[src/spl_defines.svh]
// Register offsets, reset values and loop limits of the servo position loop.
// Included by the PWM generator, the servo loop and the bench; the package does not include it.
`ifndef SPL_DEFINES_SVH
`define SPL_DEFINES_SVH

// Register byte offsets, one aligned 32-bit word each
`define SPL_ADDR_PGAIN 8'h00
`define SPL_ADDR_IGAIN 8'h04
`define SPL_ADDR_DGAIN 8'h08
`define SPL_ADDR_PERIOD 8'h0C
`define SPL_ADDR_CMDPOS 8'h10
`define SPL_ADDR_MEASPOS 8'h14
`define SPL_ADDR_VEL 8'h18
`define SPL_ADDR_ERR 8'h1C
`define SPL_ADDR_STATUS 8'h20
`define SPL_ADDR_COUNTS 8'h24

// Field positions
`define SPL_STATUS_SAT_BIT 16
`define SPL_FRAC_BITS 8

// Reset values
`define SPL_RST_GAIN 16'h0000
`define SPL_RST_PERIOD 8'h08
`define SPL_RST_CMDPOS 32'h00000000
`define SPL_RST_PWM_CNT 10'h3FF

// Compensator limits
`define SPL_DUTY_POS_LIMIT 16'h01F5
`define SPL_DUTY_NEG_LIMIT 16'hFE0B
`define SPL_DUTY_OFFSET 10'h200
`define SPL_DUTY_MID 10'h200
`define SPL_SAT24_MAX 32'h007FFFFF
`define SPL_SAT24_MIN 32'hFF800000
`define SPL_SAT16_MAX 32'h00007FFF
`define SPL_SAT16_MIN 32'hFFFF8000

`endif

[src/spl_pkg.sv]
// Types shared by the servo position loop design files.
// Assumes spl_defines.svh is on the include path.
package spl_pkg;

	// Register port request
	typedef struct packed {
		logic [7:0] addr;
		logic [31:0] wdata;
		logic wr;
		logic rd;
	} spl_bus_req_t;

	// Servo calculation phases
	typedef enum logic [1:0] {
		SPL_IDLE = 2'b00,
		SPL_POS = 2'b01,
		SPL_PID = 2'b10
	} spl_phase_t;

	// Pulse counter state
	typedef struct packed {
		logic [1:0] sync;
		logic last;
		logic [15:0] count;
	} spl_cnt_state_t;

	// PWM generator state
	typedef struct packed {
		logic [9:0] cnt;
		logic [9:0] duty;
		logic out;
	} spl_pwm_state_t;

	// Loop state
	typedef struct packed {
		logic [31:0] rdata;
		logic [15:0] pgain;
		logic [15:0] igain;
		logic [15:0] dgain;
		logic [7:0] period;
		logic [31:0] cmd_pos;
		spl_phase_t phase;
		logic [7:0] tick_cnt;
		logic pwm_last;
		logic tick;
		logic [15:0] up_prev;
		logic [15:0] dn_prev;
		logic [15:0] velocity;
		logic [31:0] meas_pos;
		logic [15:0] err;
		logic [15:0] err_prev;
		logic [15:0] integ;
		logic [9:0] duty;
		logic sat;
	} spl_state_t;

endpackage : spl_pkg

[src/spl_pulse_counter.sv]
// Free-running 16-bit counter of encoder pulses from an outside pin.
// Assumes pulses are wider than two clock periods and gaps likewise.
`timescale 1ns/1ps
`default_nettype none
module spl_pulse_counter
	import spl_pkg::*;
(
	// Clock and reset
	input wire logic clk,
	input wire logic rst_n,
	input wire logic ce,
	// Pulse pin
	input wire logic pulse_in,
	// Count
	output logic [15:0] count
);
	spl_cnt_state_t s_q;
	spl_cnt_state_t s_d;

	// Synchronise, find the rising edge, count it, never clear
	always_comb
	begin
		s_d = s_q;
		s_d.sync = {s_q.sync[0], pulse_in};
		s_d.last = s_q.sync[1];
		if (s_q.sync[1] && !s_q.last)
		begin
			s_d.count = s_q.count + 16'h0001;
		end
	end

	// State register
	always_ff @(posedge clk or negedge rst_n)
	begin
		if (!rst_n)
			s_q <= '0;
		else if (ce)
			s_q <= s_d;
	end

	assign count = s_q.count;
endmodule : spl_pulse_counter
`default_nettype wire

[src/spl_pwm_gen.sv]
// 10-bit PWM generator; duty 0 gives 0% and 1023 gives almost 100%.
// New duty is taken only at the start of a PWM period to avoid runt pulses.
`timescale 1ns/1ps
`default_nettype none
`include "spl_defines.svh"
module spl_pwm_gen
	import spl_pkg::*;
(
	// Clock and reset
	input wire logic clk,
	input wire logic rst_n,
	input wire logic ce,
	// Duty in
	input wire logic [9:0] duty,
	// PWM out
	output logic pwm
);
	spl_pwm_state_t s_q;
	spl_pwm_state_t s_d;

	// Period counter and compare
	always_comb
	begin
		s_d = s_q;
		s_d.cnt = s_q.cnt + 10'h001;
		if (s_q.cnt == 10'h3FF)
			s_d.duty = duty;
		s_d.out = (s_d.cnt < s_d.duty);
	end

	// State register, reset to mid duty for zero torque
	// Count resets to its last value so the first period is whole
	always_ff @(posedge clk or negedge rst_n)
	begin
		if (!rst_n)
			s_q <= '{cnt: `SPL_RST_PWM_CNT, duty: `SPL_DUTY_MID, out: 1'b0};
		else if (ce)
			s_q <= s_d;
	end

	assign pwm = s_q.out;
endmodule : spl_pwm_gen
`default_nettype wire

[src/spl_servo_loop.sv]
// Servo position loop: encoder pulse counting, position tracking, PID
// compensator with anti-windup, and offset 10-bit PWM duty for an H-bridge.
// Assumes encoder pulse pins are asynchronous and registers are reached
// over a plain one-cycle strobe port on clk.
// Assumes the encoder stays under the per-period count limit and that the
// H-bridge reads mid duty as zero torque.
//
// Overview of operation
// - One full servo calculation per servo tick, never otherwise.
// - Tick counter counts PWM edges, wraps to zero at period, raises tick.
// - Up pulses and down pulses each feed their own 16-bit counter.
// - Pulse counters run freely and are never cleared by the loop.
// - Per-period counts are present minus saved values, modulo 2^16.
// - Velocity is up count minus down count, signed, per servo period.
// - Measured position is 32 bits: 24 whole counts, 8 fractional bits.
// - Each update adds measured velocity into measured position.
// - Error is commanded minus measured whole counts, cut to signed 16 bits.
// - Each term is a signed 16x16 product from adjustable 16-bit gains.
// - Proportional term is proportional gain times present error.
// - Integral sum accumulates error each update, times integral gain.
// - Saturated previous output stops error accumulation into the integral.
// - Derivative term is derivative gain times error change since last update.
// - Terms add with 32-bit addition, then saturate to signed 24 bits.
// - Duty command is upper 16 bits of the 24-bit sum.
// - Duty command keeps PWM duty between 1% and 99%.
// - Out-of-limit command clamps to the limit and sets saturated flag.
// - Duty register gets command plus 512; 0 is 0%, 1023 is almost 100%.
//
// Chosen here: the plain strobed port and the address map.
`timescale 1ns/1ps
`default_nettype none
`include "spl_defines.svh"
module spl_servo_loop
	import spl_pkg::*;
(
	// Clock, reset and clock enable
	input wire logic clk,
	input wire logic rst_n,
	input wire logic ce,
	// Encoder decoder pulses
	input wire logic up_pulse_in,
	input wire logic down_pulse_in,
	// Register port
	input wire logic [7:0] reg_addr,
	input wire logic [31:0] reg_wdata,
	input wire logic reg_wr,
	input wire logic reg_rd,
	output logic [31:0] reg_rdata,
	// Motor drive and status
	output logic motor_drive_pwm,
	output logic servo_tick,
	output logic saturated
);
	spl_state_t s_q;
	spl_state_t s_d;
	spl_bus_req_t req;
	logic [15:0] up_pulse_counter;
	logic [15:0] down_pulse_counter;
	logic pwm;

	// Signed 16x16 product
	function automatic logic [31:0] spl_mul16(input logic [15:0] a, input logic [15:0] b);
		logic signed [31:0] p;
		p = $signed(a) * $signed(b);
		return p;
	endfunction : spl_mul16

	// Clamp a signed 32-bit value into signed 16 bits
	function automatic logic [15:0] spl_sat16(input logic [31:0] v);
		logic [15:0] r;
		r = v[15:0];
		if ($signed(v) > $signed(`SPL_SAT16_MAX))
			r = 16'h7FFF;
		else if ($signed(v) < $signed(`SPL_SAT16_MIN))
			r = 16'h8000;
		return r;
	endfunction : spl_sat16

	// Sign-extend 16 bits to 32
	function automatic logic [31:0] spl_sext16(input logic [15:0] v);
		return {{16{v[15]}}, v};
	endfunction : spl_sext16

	// Clamp a signed 32-bit value into signed 24 bits
	function automatic logic [31:0] spl_sat24(input logic [31:0] v);
		logic [31:0] r;
		r = v;
		if ($signed(v) > $signed(`SPL_SAT24_MAX))
			r = `SPL_SAT24_MAX;
		else if ($signed(v) < $signed(`SPL_SAT24_MIN))
			r = `SPL_SAT24_MIN;
		return r;
	endfunction : spl_sat24

	// Request carrier
	assign req = '{addr: reg_addr, wdata: reg_wdata, wr: reg_wr, rd: reg_rd};

	// Encoder pulse counters
	spl_pulse_counter u_up_cnt (
		.clk(clk),
		.rst_n(rst_n),
		.ce(ce),
		.pulse_in(up_pulse_in),
		.count(up_pulse_counter)
	);

	spl_pulse_counter u_dn_cnt (
		.clk(clk),
		.rst_n(rst_n),
		.ce(ce),
		.pulse_in(down_pulse_in),
		.count(down_pulse_counter)
	);

	// PWM output stage
	spl_pwm_gen u_pwm (
		.clk(clk),
		.rst_n(rst_n),
		.ce(ce),
		.duty(s_q.duty),
		.pwm(pwm)
	);

	// Next-state logic: register port, tick counter and servo phases
	always_comb
	begin
		logic [15:0] up_delta;
		logic [15:0] dn_delta;
		logic [15:0] vel;
		logic [31:0] new_pos;
		logic [23:0] err_wide;
		logic [15:0] integ_n;
		logic [15:0] derr;
		logic [31:0] p_term;
		logic [31:0] i_term;
		logic [31:0] d_term;
		logic [31:0] sum;
		logic [31:0] sum24;
		logic [15:0] cmd;
		s_d = s_q;
		up_delta = '0;
		dn_delta = '0;
		vel = '0;
		new_pos = '0;
		err_wide = '0;
		integ_n = '0;
		derr = '0;
		p_term = '0;
		i_term = '0;
		d_term = '0;
		sum = '0;
		sum24 = '0;
		cmd = '0;

		// Register writes
		if (req.wr)
		begin
			if (req.addr == `SPL_ADDR_PGAIN)
				s_d.pgain = req.wdata[15:0];
			else if (req.addr == `SPL_ADDR_IGAIN)
				s_d.igain = req.wdata[15:0];
			else if (req.addr == `SPL_ADDR_DGAIN)
				s_d.dgain = req.wdata[15:0];
			else if (req.addr == `SPL_ADDR_PERIOD)
				s_d.period = req.wdata[7:0];
			else if (req.addr == `SPL_ADDR_CMDPOS)
				s_d.cmd_pos = req.wdata;
		end

		// Register reads, data valid for one cycle only
		s_d.rdata = '0;
		if (req.rd)
		begin
			if (req.addr == `SPL_ADDR_PGAIN)
				s_d.rdata = {16'h0000, s_q.pgain};
			else if (req.addr == `SPL_ADDR_IGAIN)
				s_d.rdata = {16'h0000, s_q.igain};
			else if (req.addr == `SPL_ADDR_DGAIN)
				s_d.rdata = {16'h0000, s_q.dgain};
			else if (req.addr == `SPL_ADDR_PERIOD)
				s_d.rdata = {24'h000000, s_q.period};
			else if (req.addr == `SPL_ADDR_CMDPOS)
				s_d.rdata = s_q.cmd_pos;
			else if (req.addr == `SPL_ADDR_MEASPOS)
				s_d.rdata = s_q.meas_pos;
			else if (req.addr == `SPL_ADDR_VEL)
				s_d.rdata = spl_sext16(s_q.velocity);
			else if (req.addr == `SPL_ADDR_ERR)
				s_d.rdata = spl_sext16(s_q.err);
			else if (req.addr == `SPL_ADDR_STATUS)
				s_d.rdata = {15'h0000, s_q.sat, 6'h00, s_q.duty};
			else if (req.addr == `SPL_ADDR_COUNTS)
				s_d.rdata = {down_pulse_counter, up_pulse_counter};
		end

		// Servo tick counter clocked by PWM rising edges
		// Equality compare: a period written below the count waits for wraparound
		s_d.pwm_last = pwm;
		s_d.tick = 1'b0;
		if (pwm && !s_q.pwm_last)
		begin
			if (s_q.tick_cnt == s_q.period)
			begin
				s_d.tick_cnt = 8'h00;
				s_d.tick = 1'b1;
			end
			else
			begin
				s_d.tick_cnt = s_q.tick_cnt + 8'h01;
			end
		end

		// Servo calculation phases
		// Position and compensator run in separate cycles to keep logic depth down
		case (s_q.phase)
			SPL_IDLE:
			begin
				if (s_q.tick)
					s_d.phase = SPL_POS;
			end
			SPL_POS:
			begin
				// Position update and error
				up_delta = up_pulse_counter - s_q.up_prev;
				dn_delta = down_pulse_counter - s_q.dn_prev;
				vel = up_delta - dn_delta;
				new_pos = s_q.meas_pos + {{8{vel[15]}}, vel, 8'h00};
				err_wide = s_q.cmd_pos[31:`SPL_FRAC_BITS] - new_pos[31:`SPL_FRAC_BITS];
				s_d.velocity = vel;
				s_d.meas_pos = new_pos;
				s_d.err = err_wide[15:0];
				s_d.up_prev = up_pulse_counter;
				s_d.dn_prev = down_pulse_counter;
				s_d.phase = SPL_PID;
			end
			SPL_PID:
			begin
				// Integral with anti-windup
				// Accumulator holds while the last output was clamped
				if (s_q.sat)
					integ_n = s_q.integ;
				else
					integ_n = spl_sat16(spl_sext16(s_q.integ) + spl_sext16(s_q.err));
				derr = spl_sat16(spl_sext16(s_q.err) - spl_sext16(s_q.err_prev));
				p_term = spl_mul16(s_q.pgain, s_q.err);
				i_term = spl_mul16(s_q.igain, integ_n);
				d_term = spl_mul16(s_q.dgain, derr);
				sum = p_term + i_term + d_term;
				// Saturate to 24 bits
				sum24 = spl_sat24(sum);
				cmd = sum24[23:8];
				// Duty limits keep the tick counter clocked
				if ($signed(cmd) > $signed(`SPL_DUTY_POS_LIMIT))
				begin
					cmd = `SPL_DUTY_POS_LIMIT;
					s_d.sat = 1'b1;
				end
				else if ($signed(cmd) < $signed(`SPL_DUTY_NEG_LIMIT))
				begin
					cmd = `SPL_DUTY_NEG_LIMIT;
					s_d.sat = 1'b1;
				end
				else
				begin
					s_d.sat = 1'b0;
				end
				s_d.duty = cmd[9:0] + `SPL_DUTY_OFFSET;
				s_d.integ = integ_n;
				s_d.err_prev = s_q.err;
				s_d.phase = SPL_IDLE;
			end
			default:
			begin
				s_d.phase = SPL_IDLE;
			end
		endcase
	end

	// State register, frozen while ce is low
	// Reset duty is mid scale, so the motor starts with no torque
	always_ff @(posedge clk or negedge rst_n)
	begin
		if (!rst_n)
		begin
			s_q <= '0;
			s_q.pgain <= `SPL_RST_GAIN;
			s_q.igain <= `SPL_RST_GAIN;
			s_q.dgain <= `SPL_RST_GAIN;
			s_q.period <= `SPL_RST_PERIOD;
			s_q.cmd_pos <= `SPL_RST_CMDPOS;
			s_q.phase <= SPL_IDLE;
			s_q.duty <= `SPL_DUTY_MID;
		end
		else if (ce)
		begin
			s_q <= s_d;
		end
	end

	// Outputs
	assign reg_rdata = s_q.rdata;
	assign motor_drive_pwm = pwm;
	assign servo_tick = s_q.tick;
	assign saturated = s_q.sat;
endmodule : spl_servo_loop
`default_nettype wire

[config.mk]
export PLATFORM = sky130hd
export DESIGN_NAME = spl_servo_loop
export DESIGN_NICKNAME = d
export VERILOG_FILES = /design/src/spl_pkg.sv /design/src/spl_pulse_counter.sv /design/src/spl_pwm_gen.sv /design/src/spl_servo_loop.sv
export VERILOG_INCLUDE_DIRS = /design/src /design/src/src
export SDC_FILE = /design/constraint.sdc
export NUM_CORES = 2
export LEC_CHECK = 0
export ABC_AREA = 1
export BUFFER_PORTS_ARGS = -buffer_cell sky130_fd_sc_hd__buf_2
export CELL_PAD_IN_SITES_DETAIL_PLACEMENT = 1
export CELL_PAD_IN_SITES_GLOBAL_PLACEMENT = 1
export CORE_MARGIN = 8
export CORE_UTILIZATION = 51
export CTS_CLUSTER_DIAMETER = 150
export DETAILED_ROUTE_END_ITERATION = 8
export GPL_TIMING_DRIVEN = 0
export MAX_ROUTING_LAYER = met4
export PLACE_DENSITY_LB_ADDON = 0.1
export SYNTH_ARGS = -nofsm -noshare
export SYNTH_HDL_FRONTEND = slang
export SYNTH_SLANG_ARGS = --single-unit
[constraint.sdc]
create_clock -name clk -period 13.9 [get_ports clk]
set_input_delay 2.78 -clock clk [delete_from_list [all_inputs] [get_ports clk]]
set_output_delay 2.78 -clock clk [all_outputs]
set_load 0.01 [all_outputs]
==> results.py <==
metrics = {
    "route": {
        "ant_nets": 0,
        "post_drt_via_cell_ratio": 5.50,
        "dr.max_layer_used": "met4",
        "drt-initial-drc-count": 2458,
        "m1WireLength_um": 70500,
        "routed_wl_um": 183000,
        "routed-via-count": 40800,
        "dr_wl_met3_um": 12000,
        "wl_met2_um": 86400,
        "wl_per_cell_um": 24.7,
        "drc_errors": 0,
        "firstDrtPassIters": 5,
    },
    "floorplanning": {
        "core-area_um2": 96600,
        "die_w_um": 328,
        "initial_core_util": 0.515,
        "dieArea_um2": 108000,
        "die_y_um": 328,
        "ios": 82,
        "placementRows": 114,
    },
    "yosys": {
        "synth_top_family_by_area": "adder cells",
        "ys_seq_area_frac": 0.162,
        "yosysTopAreaCell": "fa_1",
        "yosys.area_share.simple": 0.150,
        "syn_nets": 7246,
        "synth-compound-area-share": 0.0771,
        "synth_xor_area_frac": 0.0225,
        "synthMuxAreaShare": 0.00363,
        "ys_ff_latch": 322,
        "yosysTopAreaCellShare": 0.376,
        "synth_area_leaders": "fa_1 38%, dfrtp_1 16%, inv_1 11%",
        "synth-adder-area-share": 0.450,
        "synthCells": 5971,
        "syn_area_per_cell_um2": 8.32,
        "synthDistinctLibCells": 57,
        "syn_area_um2": 49700,
        "yosysWarnings": 0,
    },
    "timing": {
        "setup_viol": 0,
        "final_max_slew_viol_count": 9,
        "worst_hold_slack_ns": 0.477,
        "finalCritPeriodShare": 0.955,
        "fin_skew_ns": 0.0190,
        "hold_viol": 0,
        "rsz0062_at_grt": "false",
        "clock.fmax_mhz": 75.4,
        "relSlewSlack": -0.0214,
        "tightest_slew_ns": 1.52,
        "min_period_ns": 13.27,
    },
    "critical_path": {
        "critPathRequiredTime_ns": 14.38,
        "reg2reg_from": "s_q[43]",
        "critPathLaunchType": "flip-flop",
        "cp-end-kind": "flip-flop",
        "crit_arrival_ns": 13.75,
        "timing.rr.end": "s_q[4]",
        "rr_worst_depth": 50,
        "r2r_slack_ns": 0.63,
        "critical_path_class": "flip-flop to flip-flop",
        "crit_fanout": 10,
        "slowest_stage": "fa_1",
        "critPathMostFrequentCell": "fa_1",
        "cpPeakStageDelay_ns": 0.70,
    },
    "hold_path": {
        "min_path_cells": 2,
        "hp-start": "u_pwm.s_q[12]",
        "min_path_type": "flip-flop to flip-flop",
        "min_to": "u_pwm.s_q[12]",
    },
    "grt": {
        "grt_first_pass_wirelength_um": 278000,
        "grt_max_degree": 115,
        "gr-usage-all-layers": 0.353,
        "antenna_found_initial": 9,
        "grt_pass1_vias": 45300,
        "grt_overflow": 0,
    },
    "run_status": {
        "status": "complete, but fails checks",
        "violations": "capacitance limit, slew limit",
    },
    "clock_tree": {
        "cts_resized": 1,
        "post_cts_buffers": 0,
        "cts_tree": "done",
        "clock_latency_ns": 0.55,
        "numCtsBuffers": 35,
        "cts-hold-fix-buffers": 0,
        "clock_path_buffers": 3,
        "root_buffer": "clkbuf_16",
        "clk_pin_slew_ns": 0.06,
        "cts.htree.levels": 2,
        "cts.sinks": 322,
    },
    "layout": {
        "multiInputGateArea_um2": 35000,
        "ff_latch_area_um2": 8070,
        "syn_to_final_growth_pct": 6.73,
        "fillers": 11800,
        "fin_nets": 7371,
        "drive_gt1_frac": 0.0538,
    },
    "placement": {
        "gp_congestion": 0.997,
        "portBuffers": 80,
        "post-dp-hpwl_um": 160000,
    },
    "flow_run": {
        "max_cap_viol_count": 1,
    },
}
-- Yosys cell counts, drive strengths merged --
library cell / instances
dfstp: 13
nand4: 32
nor4: 4
or2: 25
a311oi: 1
nor2: 375
a21boi: 5
fa: 933
o2111ai: 10
a221oi: 3
nor3: 30
inv: 1483
ha: 295
o21bai: 17
xor2: 92
a211oi: 16
a31oi: 13
clkinv: 10
o21ai: 398
mux2: 16
nand3b: 6
o31ai: 8
o211ai: 5
nand3: 84
clkbuf: 162
o221ai: 14
o22ai: 16
buf: 78
a21oi: 166
and2: 1
xnor2: 35
nand2: 1310
o21a: 5
dfrtp: 309
a32o: 1
-- routing by layer --
layer  vias up  track usage
li1      17900            -
met1     21000        0.412
met2      1353        0.571
met3       526       0.0609
met4         0        0.213
met5         -            -
-- per-stage QoR --
step	setup TNS [ns]	utilization	cell area, um^2	std cells	setup slack (ns)
after floorplan	0	-	49700	5971	3.15
after global placement	0	0.535	51700	7327	0.0578
after detailed placement	-0.843	0.537	51800	7335	-0.157
after CTS	0	0.549	53000	7396	0.177
after global routing	0	0.549	53000	7404	0.0556
final	0	0.549	53000	7407	0.629
-- cells in the final DEF (no fill, tap or decap), types with 37 or more instances in the layout --
| cell | instances |
|---|---|
| clkbuf_16 | 37 |
| nand2_1 | 1297 |
| dfrtp_1 | 309 |
| o21ai_0 | 368 |
| nor2_1 | 362 |
| clkbuf_1 | 168 |
| buf_2 | 102 |
| a21oi_1 | 158 |
| nand3_1 | 82 |
| xor2_1 | 91 |
| fa_1 | 933 |
| ha_1 | 295 |
| inv_1 | 1466 |
-- cells by family after synthesis --
logic type                 Yosys count
adders and majority gates         1228
muxes                               16
DFF                                322
xor gates and xnor gates           127
and+or+nand+nor                   1867
AOI/OAI and AO/OA                  678
buffers and inverters             1733
-- layout make-up --
class,count,area share
diodes,11,0.000519
plain buffers,240,0.0204
clock buffers,52,0.0200
clock inverters,9,0.00153
inverters,1493,0.106
multi-input cells,3916,0.659
flip-flops and latches,322,0.152
well taps,1276,0.0301
repair buffers,88,0.0103
-- worst max-delay path by stage --
| stage | startpoint | end | slack [ns] |
|---|---|---|---|
| global placement | s_q[43] | s_q[4] | 0.06 |
| floorplan | s_q[43] | s_q[3] | 3.15 |
| CTS | s_q[44] | s_q[2] | 0.18 |
| finish | s_q[43] | s_q[4] | 0.63 |
| detailed placement | s_q[43] | s_q[2] | -0.16 |
| global route | s_q[44] | s_q[2] | 0.06 |
-- critical path, delay by kind of cell (launching register included) --
family,cells,cell delay [ns]
adder cells (fa/ha/maj),12,6.10
AO/OA/AOI/OAI,11,2.43
AND/OR/NAND/NOR,17,2.33
buffers and inverters,10,1.92
flip-flops,1,0.39
-- flip-flops by register name, indices dropped and copies added, names as in the netlist --
register	count
u_up_cnt.count	16
u_dn_cnt.s_q	1
saturated	1
u_up_cnt.s_q	1
s_q	229
servo_tick	1
u_up_cnt.s_d	2
u_pwm.pwm	1
reg_rdata	32
u_pwm.s_q	20
u_dn_cnt.count	16
u_dn_cnt.s_d	2
Power is not shown: default switching activity piles up to over one toggle a cycle in this logic, so the estimate is an artifact.
